<file path="config.mk">
export PLATFORM = sky130hd
export DESIGN_NAME = quad_gated_timer_unit
export DESIGN_NICKNAME = d
export VERILOG_FILES = /design/src/hw/qgt_pkg.sv /design/src/hw/quad_gated_timer_unit.sv
export SDC_FILE = /design/constraint.sdc
export NUM_CORES = 1
export LEC_CHECK = 0
export BUFFER_PORTS_ARGS = -buffer_cell sky130_fd_sc_hd__clkbuf_2
export CAP_MARGIN = 20
export CORE_MARGIN = 3
export CORE_UTILIZATION = 57
export CTS_CLUSTER_SIZE = 28
export DETAILED_ROUTE_END_ITERATION = 6
export PLACE_DENSITY = 0.78
export SLEW_MARGIN = 0
export SYNTH_ARGS = -nofsm -noshare
export SYNTH_HDL_FRONTEND = slang
export SYNTH_SLANG_ARGS = --single-unit
</file>
<file path="constraint.sdc">
create_clock -name CLK_I -period 4.7 [get_ports CLK_I]
set_clock_uncertainty 0.1 [all_clocks]
set_input_delay 1.41 -clock CLK_I [delete_from_list [all_inputs] [get_ports CLK_I]]
set_output_delay 1.41 -clock CLK_I [all_outputs]
set_load 0.02 [all_outputs]
</file>
<file path="src/hw/qgt_pkg.sv">
/*
  Constants for the four-timer unit: APB register map, field positions, reset values.
  Assumes a 32-bit APB master and a 40 MHz system clock.
*/
package qgt_pkg;
  localparam int unsigned NUM_TIMERS = 4;
  localparam int unsigned CNT_W      = 16;
  localparam int unsigned PRESC_DIV  = 16;
  localparam logic [3:0]  PRESC_LAST = 4'hF;
  // Per-timer block of four words at 0x10 * index
  localparam logic [11:0] TMR_STRIDE = 12'h010;
  localparam logic [11:0] OFS_CFG    = 12'h000;
  localparam logic [11:0] OFS_REF    = 12'h004;
  localparam logic [11:0] OFS_CNT    = 12'h008;
  localparam logic [11:0] OFS_CAP    = 12'h00C;
  localparam logic [11:0] OFS_STAT   = 12'h040;
  localparam logic [11:0] OFS_GCFG   = 12'h044;
  // Timer configuration fields
  localparam int unsigned CFG_EN     = 0;
  localparam int unsigned CFG_SRC_LO = 1;
  localparam int unsigned CFG_GATE   = 3;
  localparam int unsigned CFG_TOGGLE = 4;
  localparam int unsigned CFG_CE_LO  = 5;
  localparam int unsigned CFG_RESTART = 7;
  localparam int unsigned CFG_W      = 8;
  // Global configuration bits named cascade 1->2 and 3->4; only stored and read back
  localparam int unsigned GCFG_CAS12 = 0;
  localparam int unsigned GCFG_CAS34 = 1;
  localparam logic [7:0]  CFG_RST    = 8'h00;
  localparam logic [15:0] REF_RST    = 16'hFFFF;
  // Count sources
  localparam logic [1:0] SRC_TIMER = 2'h0;
  localparam logic [1:0] SRC_SYS   = 2'h1;
  localparam logic [1:0] SRC_DIV16 = 2'h2;
  localparam logic [1:0] SRC_PIN   = 2'h3;
  // Capture edge modes
  localparam logic [1:0] CE_OFF  = 2'h0;
  localparam logic [1:0] CE_RISE = 2'h1;
  localparam logic [1:0] CE_FALL = 2'h2;
  localparam logic [1:0] CE_BOTH = 2'h3;
endpackage

</file>
<file path="src/hw/quad_gated_timer_unit.sv">
/*
  Four 16-bit timers with gate, source select, capture, match outputs and cascading.
  Assumes an APB master on CLK_I; all pin inputs are asynchronous and synchronised here.
*/
// The APB interface to the registers and the register offsets were left to the implementer.
// Functional notes
// - Gate input pauses the timer when gating enabled; its rising edge restarts it.
// - First gate input serves timer 1, timer 2, or both, per configuration.
// - Second gate input serves timer 3, timer 4, or both; only two gates.
// - Each timer drives its own output pin when count reaches reference.
// - Per timer, match output is an active-low pulse or a toggle.
// - A timer's match can count the next timer, forming a 32-bit counter.
// - Count source: other timer, system clock, clock divided by sixteen, input pin.
// - Four external timer input pins at most.
// - Count captured on input pin rising, falling, or both edges.
module quad_gated_timer_unit #(
  parameter int unsigned N = qgt_pkg::NUM_TIMERS
) (
  input  wire logic          CLK_I,
  input  wire logic          RST_N_I,
  input  wire logic          PSEL_I,
  input  wire logic          PENABLE_I,
  input  wire logic          PWRITE_I,
  input  wire logic [11:0]   PADDR_I,
  input  wire logic [31:0]   PWDATA_I,
  output logic      [31:0]   PRDATA_O,
  output logic               PREADY_O,
  output logic               PSLVERR_O,
  input  wire logic          GATE_IN_A_I,
  input  wire logic          GATE_IN_B_I,
  input  wire logic [N-1:0]  CAPTURE_IN_I,
  output logic      [N-1:0]  MATCH_OUT_PINS_O
);

  ////////////////////////////////////////////////////////////////////////////////
  logic [1:0]   gate_a_sync_q, gate_b_sync_q;
  logic [N-1:0] cap_s1_q, cap_s2_q, cap_s3_q;
  logic [1:0]   gate_prev_q;
  logic [3:0]   presc_q;
  logic         div16_tick;
  logic [qgt_pkg::CFG_W-1:0] cfg_q [N];
  logic [15:0]  ref_q [N];
  logic [15:0]  cnt_q [N];
  logic [15:0]  cap_q [N];
  logic [N-1:0] match_flag_q, cap_flag_q;
  logic [N-1:0] out_q;
  logic [1:0]   gcfg_q;
  logic [N-1:0] tick, hit, cap_ev, gate_open, restart;
  logic         wr_en;
  logic [31:0]  rdata_d;

  assign wr_en      = PSEL_I & PENABLE_I & PWRITE_I;
  assign PREADY_O   = 1'b1;
  assign div16_tick = (presc_q == qgt_pkg::PRESC_LAST);

  function automatic logic is_addr(input logic [11:0] a, input int unsigned t, input logic [11:0] ofs);
    is_addr = (a == 12'((t * 32'(qgt_pkg::TMR_STRIDE)) + 32'(ofs)));
  endfunction

  ////////////////////////////////////////////////////////////////////////////////
  // Pin synchronisers; third stage only feeds edge detection.
  // Not reset: they track the pins during reset, so no false edge follows its release
  always_ff @(posedge CLK_I)
  begin
    gate_a_sync_q <= {gate_a_sync_q[0], GATE_IN_A_I};
    gate_b_sync_q <= {gate_b_sync_q[0], GATE_IN_B_I};
    cap_s1_q      <= CAPTURE_IN_I;
    cap_s2_q      <= cap_s1_q;
    cap_s3_q      <= cap_s2_q;
    gate_prev_q   <= {gate_b_sync_q[1], gate_a_sync_q[1]};
  end

  always_ff @(posedge CLK_I)
  begin
    if (!RST_N_I)
      presc_q <= 4'h0;
    else
      presc_q <= presc_q + 4'h1;
  end

  ////////////////////////////////////////////////////////////////////////////////
  // Per-timer datapath
  for (genvar t = 0; t < N; t++)
  begin : g_tmr
    logic gsig, grise, prev_hit, pin_rise, pin_fall;
    logic [1:0] src, ce;
    assign gsig     = (t < 2) ? gate_a_sync_q[1] : gate_b_sync_q[1];
    assign grise    = gsig & ~((t < 2) ? gate_prev_q[0] : gate_prev_q[1]);
    assign gate_open[t] = ~cfg_q[t][qgt_pkg::CFG_GATE] | gsig;
    assign restart[t]   = cfg_q[t][qgt_pkg::CFG_GATE] & cfg_q[t][qgt_pkg::CFG_RESTART] & grise;
    assign prev_hit = (t == 0) ? 1'b0 : hit[(t == 0) ? 0 : t-1];
    assign pin_rise = cap_s2_q[t] & ~cap_s3_q[t];
    assign pin_fall = ~cap_s2_q[t] & cap_s3_q[t];
    assign src      = cfg_q[t][qgt_pkg::CFG_SRC_LO +: 2];
    assign ce       = cfg_q[t][qgt_pkg::CFG_CE_LO +: 2];

    always_comb
    begin
      unique case (src)
        qgt_pkg::SRC_TIMER: tick[t] = prev_hit;
        qgt_pkg::SRC_SYS:   tick[t] = 1'b1;
        qgt_pkg::SRC_DIV16: tick[t] = div16_tick;
        qgt_pkg::SRC_PIN:   tick[t] = pin_rise;
      endcase
    end

    assign hit[t] = cfg_q[t][qgt_pkg::CFG_EN] & gate_open[t] & tick[t] & (cnt_q[t] == ref_q[t]);
    assign cap_ev[t] = ((ce == qgt_pkg::CE_RISE) & pin_rise) | ((ce == qgt_pkg::CE_FALL) & pin_fall)
                     | ((ce == qgt_pkg::CE_BOTH) & (pin_rise | pin_fall));

    always_ff @(posedge CLK_I)
    begin
      if (!RST_N_I)
        cnt_q[t] <= 16'h0000;
      else if (wr_en && is_addr(PADDR_I, t, qgt_pkg::OFS_CNT))
        cnt_q[t] <= PWDATA_I[15:0];
      else if (restart[t] || hit[t])
        cnt_q[t] <= 16'h0000;
      else if (cfg_q[t][qgt_pkg::CFG_EN] && gate_open[t] && tick[t])
        cnt_q[t] <= cnt_q[t] + 16'h0001;
    end

    always_ff @(posedge CLK_I)
    begin
      if (!RST_N_I)
        cap_q[t] <= 16'h0000;
      else if (cap_ev[t])
        cap_q[t] <= cnt_q[t];
    end

    always_ff @(posedge CLK_I)
    begin
      if (!RST_N_I)
        out_q[t] <= 1'b1;
      else if (cfg_q[t][qgt_pkg::CFG_TOGGLE])
        out_q[t] <= hit[t] ? ~out_q[t] : out_q[t];
      else
        out_q[t] <= ~hit[t];
    end

    always_ff @(posedge CLK_I)
    begin
      if (!RST_N_I)
      begin
        cfg_q[t] <= qgt_pkg::CFG_RST;
        ref_q[t] <= qgt_pkg::REF_RST;
      end
      else if (wr_en)
      begin
        if (is_addr(PADDR_I, t, qgt_pkg::OFS_CFG))
          cfg_q[t] <= PWDATA_I[qgt_pkg::CFG_W-1:0];
        if (is_addr(PADDR_I, t, qgt_pkg::OFS_REF))
          ref_q[t] <= PWDATA_I[15:0];
      end
    end

    always_ff @(posedge CLK_I)
    begin
      if (!RST_N_I)
      begin
        match_flag_q[t] <= 1'b0;
        cap_flag_q[t]   <= 1'b0;
      end
      else
      begin
        // Hardware set wins over a simultaneous write-one clear
        if (hit[t])
          match_flag_q[t] <= 1'b1;
        else if (wr_en && PADDR_I == qgt_pkg::OFS_STAT && PWDATA_I[t])
          match_flag_q[t] <= 1'b0;
        if (cap_ev[t])
          cap_flag_q[t] <= 1'b1;
        else if (wr_en && PADDR_I == qgt_pkg::OFS_STAT && PWDATA_I[8+t])
          cap_flag_q[t] <= 1'b0;
      end
    end
  end

  assign MATCH_OUT_PINS_O = out_q;

  ////////////////////////////////////////////////////////////////////////////////
  // Cascade enable bits are only stored and read back; no timer's source selection uses them
  always_ff @(posedge CLK_I)
  begin
    if (!RST_N_I)
      gcfg_q <= 2'h0;
    else if (wr_en && PADDR_I == qgt_pkg::OFS_GCFG)
      gcfg_q <= PWDATA_I[1:0];
  end

  ////////////////////////////////////////////////////////////////////////////////
  // APB read mux; zero-wait, unmapped reads zero with PSLVERR
  always_comb
  begin
    rdata_d   = 32'h0000_0000;
    PSLVERR_O = PSEL_I & PENABLE_I;
    for (int t = 0; t < N; t++)
    begin
      if (is_addr(PADDR_I, t, qgt_pkg::OFS_CFG))
      begin
        rdata_d   = {24'h000000, cfg_q[t]};
        PSLVERR_O = 1'b0;
      end
      if (is_addr(PADDR_I, t, qgt_pkg::OFS_REF))
      begin
        rdata_d   = {16'h0000, ref_q[t]};
        PSLVERR_O = 1'b0;
      end
      if (is_addr(PADDR_I, t, qgt_pkg::OFS_CNT))
      begin
        rdata_d   = {16'h0000, cnt_q[t]};
        PSLVERR_O = 1'b0;
      end
      if (is_addr(PADDR_I, t, qgt_pkg::OFS_CAP))
      begin
        rdata_d   = {16'h0000, cap_q[t]};
        PSLVERR_O = 1'b0;
      end
    end
    if (PADDR_I == qgt_pkg::OFS_STAT)
    begin
      rdata_d   = {20'h00000, cap_flag_q, 4'h0, match_flag_q};
      PSLVERR_O = 1'b0;
    end
    if (PADDR_I == qgt_pkg::OFS_GCFG)
    begin
      rdata_d   = {30'h0, gcfg_q};
      PSLVERR_O = 1'b0;
    end
  end

  always_ff @(posedge CLK_I)
  begin
    if (!RST_N_I)
      PRDATA_O <= 32'h0000_0000;
    else if (PSEL_I && !PENABLE_I)
      PRDATA_O <= rdata_d;
  end

endmodule

</file>
# After elaboration in Yosys (flattened, before gate mapping)
# Memories as Yosys holds them, arrays and structs flattened.
# Index checks and enable logic that the tools add are counted.
[word_totals]
reg_bits = 68
ram_bits = 224
in_bits = 55
output_inout_bits = 38
elab_cells = 408
mem_count = 4
[op_classes]
n_addsub = 5
eq_ne = 50
muxes = 181
bitwise = 106
n_reduce_logical = 41
[memory_table]
columns = ["memory", "words", "word_bits", "rd", "rd_ports_with_merged_regs", "wr", "line_no", "text"]
rows = [
  ["cap_q", 4, 16, 4, 0, 4, "quad_gated_timer_unit.sv:44", "logic [15:0] cap_q [N];"],
  ["cnt_q", 4, 16, 4, 0, 4, "quad_gated_timer_unit.sv:43", "logic [15:0] cnt_q [N];"],
  ["ref_q", 4, 16, 4, 0, 4, "quad_gated_timer_unit.sv:42", "logic [15:0] ref_q [N];"],
  ["cfg_q", 4, 8, 4, 0, 4, "quad_gated_timer_unit.sv:41", "logic [qgt_pkg::CFG_W-1:0] cfg_q [N];"],
]
[op_table]
columns = ["operator", "count"]
rows = [
  ["$mux W32", 17],
  ["$mux W16", 20],
  ["$mux W1", 135],
  ["$eq A12 B6 Y1 const B", 8],
  ["$add A16 B1 Y16 const B", 4],
  ["$eq A16 B16 Y1", 4],
  ["$eq A12 B5 Y1 const B", 4],
  ["$and A1 B1 Y1", 44],
  ["$mux W8", 5],
  ["$or A1 B1 Y1", 40],
  ["$eq A2 B2 Y1 const B", 16],
  ["$eq A12 B4 Y1 const B", 2],
  ["$eq A12 B7 Y1 const B", 2],
  ["$logic_and A1 B1 Y1", 23],
  ["$not A1 Y1", 22],
  ["$eq A2 B1 Y1 const B", 8],
  ["$pmux W1 S4", 4],
  ["$reduce_bool A2 Y1", 8],
  ["$eq A12 B3 Y1 const B", 1],
  ["$logic_not A12 Y1", 1],
  ["$logic_not A2 Y1", 4],
  ["$ne A2 B2 Y1 const B", 4],
  ["$add A4 B1 Y4 const B", 1],
  ["$eq A4 B4 Y1 const B", 1],
  ["2 further kinds", 5],
]

# Logic depth before layout (Yosys ltp)
# An unclocked memory read counts as a cell.
[depth]
word_depth = 22
ltp_mapped = 10
ltp_nobuf = 8

# Worst setup path before layout
# OpenSTA, ideal clock, no wires.
[synth_timing]
kind = "input-to-reg"
start = "in PADDR_I[6]"
end = "mem ref_q[2][0], enable pin"
setup_time_ns = 0.411
arrival_time_ns = 3.884
t_required_ns = 4.189
setup_slack_ns = 0.305
path_stages = 6
path_buffers = 2
path_cell_list = "clkbuf_1 -> or4_1 -> nor2_1 -> nand2_1 -> clkbuf_1 -> o21ai_0"
[synth_lines]
columns = ["element", "line_no", "text"]
rows = [
  ["from (decl)", "quad_gated_timer_unit.sv:24", "input wire logic [11:0] PADDR_I,"],
  ["to (decl)", "quad_gated_timer_unit.sv:42", ""],
]

# Worst setup path after layout
[layout_timing]
start = "in PADDR_I[9]"
end = "out PSLVERR_O"
[layout_via]
elab_chain_len = 19
elab_cells_between_ends = 36
cone_classes = "eq/ne: 17; mux: 18; reduce/logical: 1"
[layout_lines]
columns = ["element", "line_no", "text"]
rows = [
  ["$logic_not A12 Y1", "quad_gated_timer_unit.sv:57", "is_addr = (a == 12'((t * 32'(qgt_pkg::TMR_STRIDE)) + 32'(ofs)));"],
  ["$mux W1", "quad_gated_timer_unit.sv:199", "if (is_addr(PADDR_I, t, qgt_pkg::OFS_CFG))"],
  ["$mux W1", "quad_gated_timer_unit.sv:204", "if (is_addr(PADDR_I, t, qgt_pkg::OFS_REF))"],
  ["$mux W1", "quad_gated_timer_unit.sv:209", "if (is_addr(PADDR_I, t, qgt_pkg::OFS_CNT))"],
  ["$mux W1", "quad_gated_timer_unit.sv:214", "if (is_addr(PADDR_I, t, qgt_pkg::OFS_CAP))"],
  ["$mux W1", "quad_gated_timer_unit.sv:199", ""],
  ["$mux W1", "quad_gated_timer_unit.sv:204", ""],
  ["$mux W1", "quad_gated_timer_unit.sv:209", ""],
  ["(+3 left out)", "--", ""],
  ["$mux W1", "quad_gated_timer_unit.sv:209", ""],
  ["$mux W1", "quad_gated_timer_unit.sv:214", ""],
  ["$mux W1", "quad_gated_timer_unit.sv:199", ""],
  ["$mux W1", "quad_gated_timer_unit.sv:204", ""],
  ["$mux W1", "quad_gated_timer_unit.sv:209", ""],
  ["$mux W1", "quad_gated_timer_unit.sv:214", ""],
  ["$mux W1", "quad_gated_timer_unit.sv:220", "if (PADDR_I == qgt_pkg::OFS_STAT)"],
  ["$mux W1 (*)", "quad_gated_timer_unit.sv:225", "if (PADDR_I == qgt_pkg::OFS_GCFG)"],
  ["to (decl)", "quad_gated_timer_unit.sv:28", "output logic PSLVERR_O,"],
]
# Every way passes the cells marked *; elsewhere a longest branch is shown, timed or not.

==> metrics.cfg <==
[cells_and_area]
nFillCells = 1951
diodes = 0
final_util = 0.6483
final_cell_mix = 224 x edfxtp_1, 192 x nand2_1, 118 x o21ai_0, 105 x and2_1, 97 x xnor2_1
layout_commonest_cell = edfxtp_1
drive_above_1_share = 0.1462
syn_to_final_growth_pct = 11.20
nets = 1585
stdcell_count = 1869

[clock_network]
root_buffer = clkbuf_16
cts_buffers = 29
post_cts_resized = 0
cts_tree = yes
cts-hold-fix-buffers = 0
clk_pin_slew_ps = 60
clock_sinks = 276
clockBufferDepth = 3
h-tree-depth = 1
post_cts_buffers = 0
clk_latency_ps = 550

[sta]
slew_headroom = 0.2646
worstMarginPinSlew_ps = 1101
fmax_mhz = 236.5
min_period_ps = 4228
setup_ws_ps = 471.8
whs_ps = 227.0
hold_viol = 0
rsz0062_at_grt = no
setup_viol = 0
setup_tns_ps = 0
drv_slew = 0
finalCritPeriodShare = 0.8996

[logic_synthesis]
ys_seq_area_frac = 0.5261
synth_top_area_share = 0.4556
asyncSetResetFlopFracSynth = 0
netlist.top_cell.by_area = edfxtp_1
synth_edf_count = 224
ys_warn_count = 0
syn_area_sq_um = 14770
synth_cells = 1462
synth_flop_cell = edfxtp_1
ys_ff_latch = 276
ys_types = 70
synthTopCellsByArea = edfxtp_1 46%, dfxtp_1 7.1%, xnor2_1 5.8%
syn_area_per_cell_sq_um = 10.10

[die]
ios = 93
start_util = 0.5830
die-height_um = 166.9
coreArea_sq_um = 25330
rows = 58
die_w_um = 166.9
die-area_sq_um = 27870

[placement]
dp.cells = 1816
place_ws_ps = 493.1
port_buffers = 59
place.detailed.hpwl_um = 31820
place.gp.congestion = 0.9687

[run]
drv_cap = 0

[global_routing]
grt_max_degree = 25
grt-ovfl-total = 0
grt_pass1_wl_um = 68640
antenna_found_initial = 0
grt_pass1_vias = 11600
grtUsageTotal = 0.3184

[min_path]
whs_path_depth = 0
hp-class = register to register

[worst_setup_path]
r2r-start = cnt_q[0][12]$_DFFE_PP_
cp.arrival_ps = 2720
crit_fanout = 6
rrSetupSlack_ps = 820
rr_worst_depth = 7
crit_required_ps = 3190
path_class = primary input to primary output
r2r-end = cnt_q[3][9]$_DFFE_PP_
setup.worst_path.start_class = primary input
endpoint_kind = primary output
endpoint = PSLVERR_O
startpoint = PADDR_I[9]

[run_status]
status = complete, but fails checks
violations = design-rule violations

[route]
drt.antenna.violating_nets = 0
wire_per_inst_um = 24.18
vias = 12190
drtIter0Drc = 1874
routed_via_density = 6.522
remaining_drc_errors = 1
wl_um = 45190
drt_first_pass_iters = 7

[pwr]
switching_share = 0.2459
p_per_area_nw_per_um2 = 345.0
clkPwrFrac = 0.406
seqPwrFrac = 0.517
ir_drop_mv = 0.3076
p_switching_mw = 1.393
p_leak_nw = 5.779
p_comb_frac = 0.076
internal_power_mw = 4.272

==> sequential cells by signal, summed over array words and instances (netlist names) <==
| name | cells |
|---|---|
| MATCH_OUT_PINS_O | 4 |
| PRDATA_O | 16 |
| cap_flag_q | 4 |
| cap_q | 64 |
| cap_s1_q | 4 |
| cap_s2_q | 4 |
| cap_s3_q | 4 |
| cfg_q | 32 |
| cnt_q | 64 |
| gate_a_sync_q | 2 |
| gate_b_sync_q | 2 |
| gate_prev_q | 2 |
| gcfg_q | 2 |
| match_flag_q | 4 |
| presc_q | 4 |
| ref_q | 64 |
==> area by class of cell <==
| class | count | area [sq um] | area share |
|---|---|---|---|
| well taps | 330 | 412.9 | 0.02515 |
| inverters | 22 | 82.58 | 0.005029 |
| flip-flops and latches | 276 | 7767 | 0.4731 |
| multi-input cells | 1083 | 6550 | 0.3989 |
| clock buffers | 43 | 910.9 | 0.05548 |
| repair buffers | 105 | 640.6 | 0.03902 |
| clock inverters | 10 | 55.05 | 0.003353 |
==> Yosys cell counts, drive strengths merged (4+ instances only) <==
master	instances
a21boi	7
nand2b	16
o221ai	14
dfxtp	52
a222oi	4
edfxtp	224
nor3	13
clkbuf	67
nand4	21
nand2	192
or3	20
o22ai	19
a22oi	17
xor2	28
mux4	6
nand3	56
ha	13
and3	23
a221oi	9
inv	21
buf	29
mux2i	8
a31oi	13
nor4	10
a21oi	54
nor2	76
nor2b	19
o21ai	123
a211oi	5
xnor2	97
and2	106
or2	50
==> kinds of logic after synthesis <==
kind of cell | count (synthesis) | share of synthesized area
and+or+nand+nor | 618 | 0.2152
buffers and inverters | 118 | 0.03542
DFF | 276 | 0.5261
xor gates and xnor gates | 125 | 0.07415
AOI/OAI and AO/OA | 295 | 0.1223
other | 2 | 0.0005086
muxes | 15 | 0.01534
adders and majority gates | 13 | 0.01102
==> worst max-delay path: stages <==
cell and delay [ps]:
clkbuf_2 130, or4_4 590, nor2_1 230, a31oi_1 150
clkbuf_2 200
==> worst min path at each step <==
stage | startpoint | to | slack (ps)
6_report | gate_a_sync_q[0]$_DFF_P_ | gate_a_sync_q[1]$_DFF_P_ | 230
5_1_grt | gate_a_sync_q[0]$_DFF_P_ | gate_a_sync_q[1]$_DFF_P_ | 240
4_1_cts | gate_a_sync_q[0]$_DFF_P_ | gate_a_sync_q[1]$_DFF_P_ | 230
3_5_place_dp | gate_a_sync_q[0]$_DFF_P_ | gate_a_sync_q[1]$_DFF_P_ | 210
3_3_place_gp | gate_a_sync_q[0]$_DFF_P_ | gate_a_sync_q[1]$_DFF_P_ | 210
2_1_floorplan | cap_s1_q[0]$_DFF_P_ | cap_s2_q[0]$_DFF_P_ | 210
==> through the flow <==
stage	cell area, sq um	total power [mW]
4_1_cts	16420	5.649
6_report	16420	5.665
3_5_place_dp	15450	3.391
5_1_grt	16420	5.810
3_3_place_gp	15450	3.376
2_1_floorplan	14820	3.203
==> per-layer routing <==
layer	global-route usage	up-vias	part of all wire
met2	0.4829	926	0.44
met5	0	-	0
li1	-	5315	-
met3	0.07216	160	0.13
met4	0.1291	0	0.047
met1	0.4472	5789	0.38
==> power groups by stage <==
stage / Sequential (mW) / Combinational [mW] / Clock [mW]
finish: 2.93 / 0.431 / 2.30
global route: 2.94 / 0.462 / 2.41
CTS: 2.92 / 0.420 / 2.30
detailed placement: 2.97 / 0.416 / 0
global placement: 2.97 / 0.408 / 0
floorplan: 2.91 / 0.292 / 0
No activity file was read; power rests on OpenSTA's default activity.
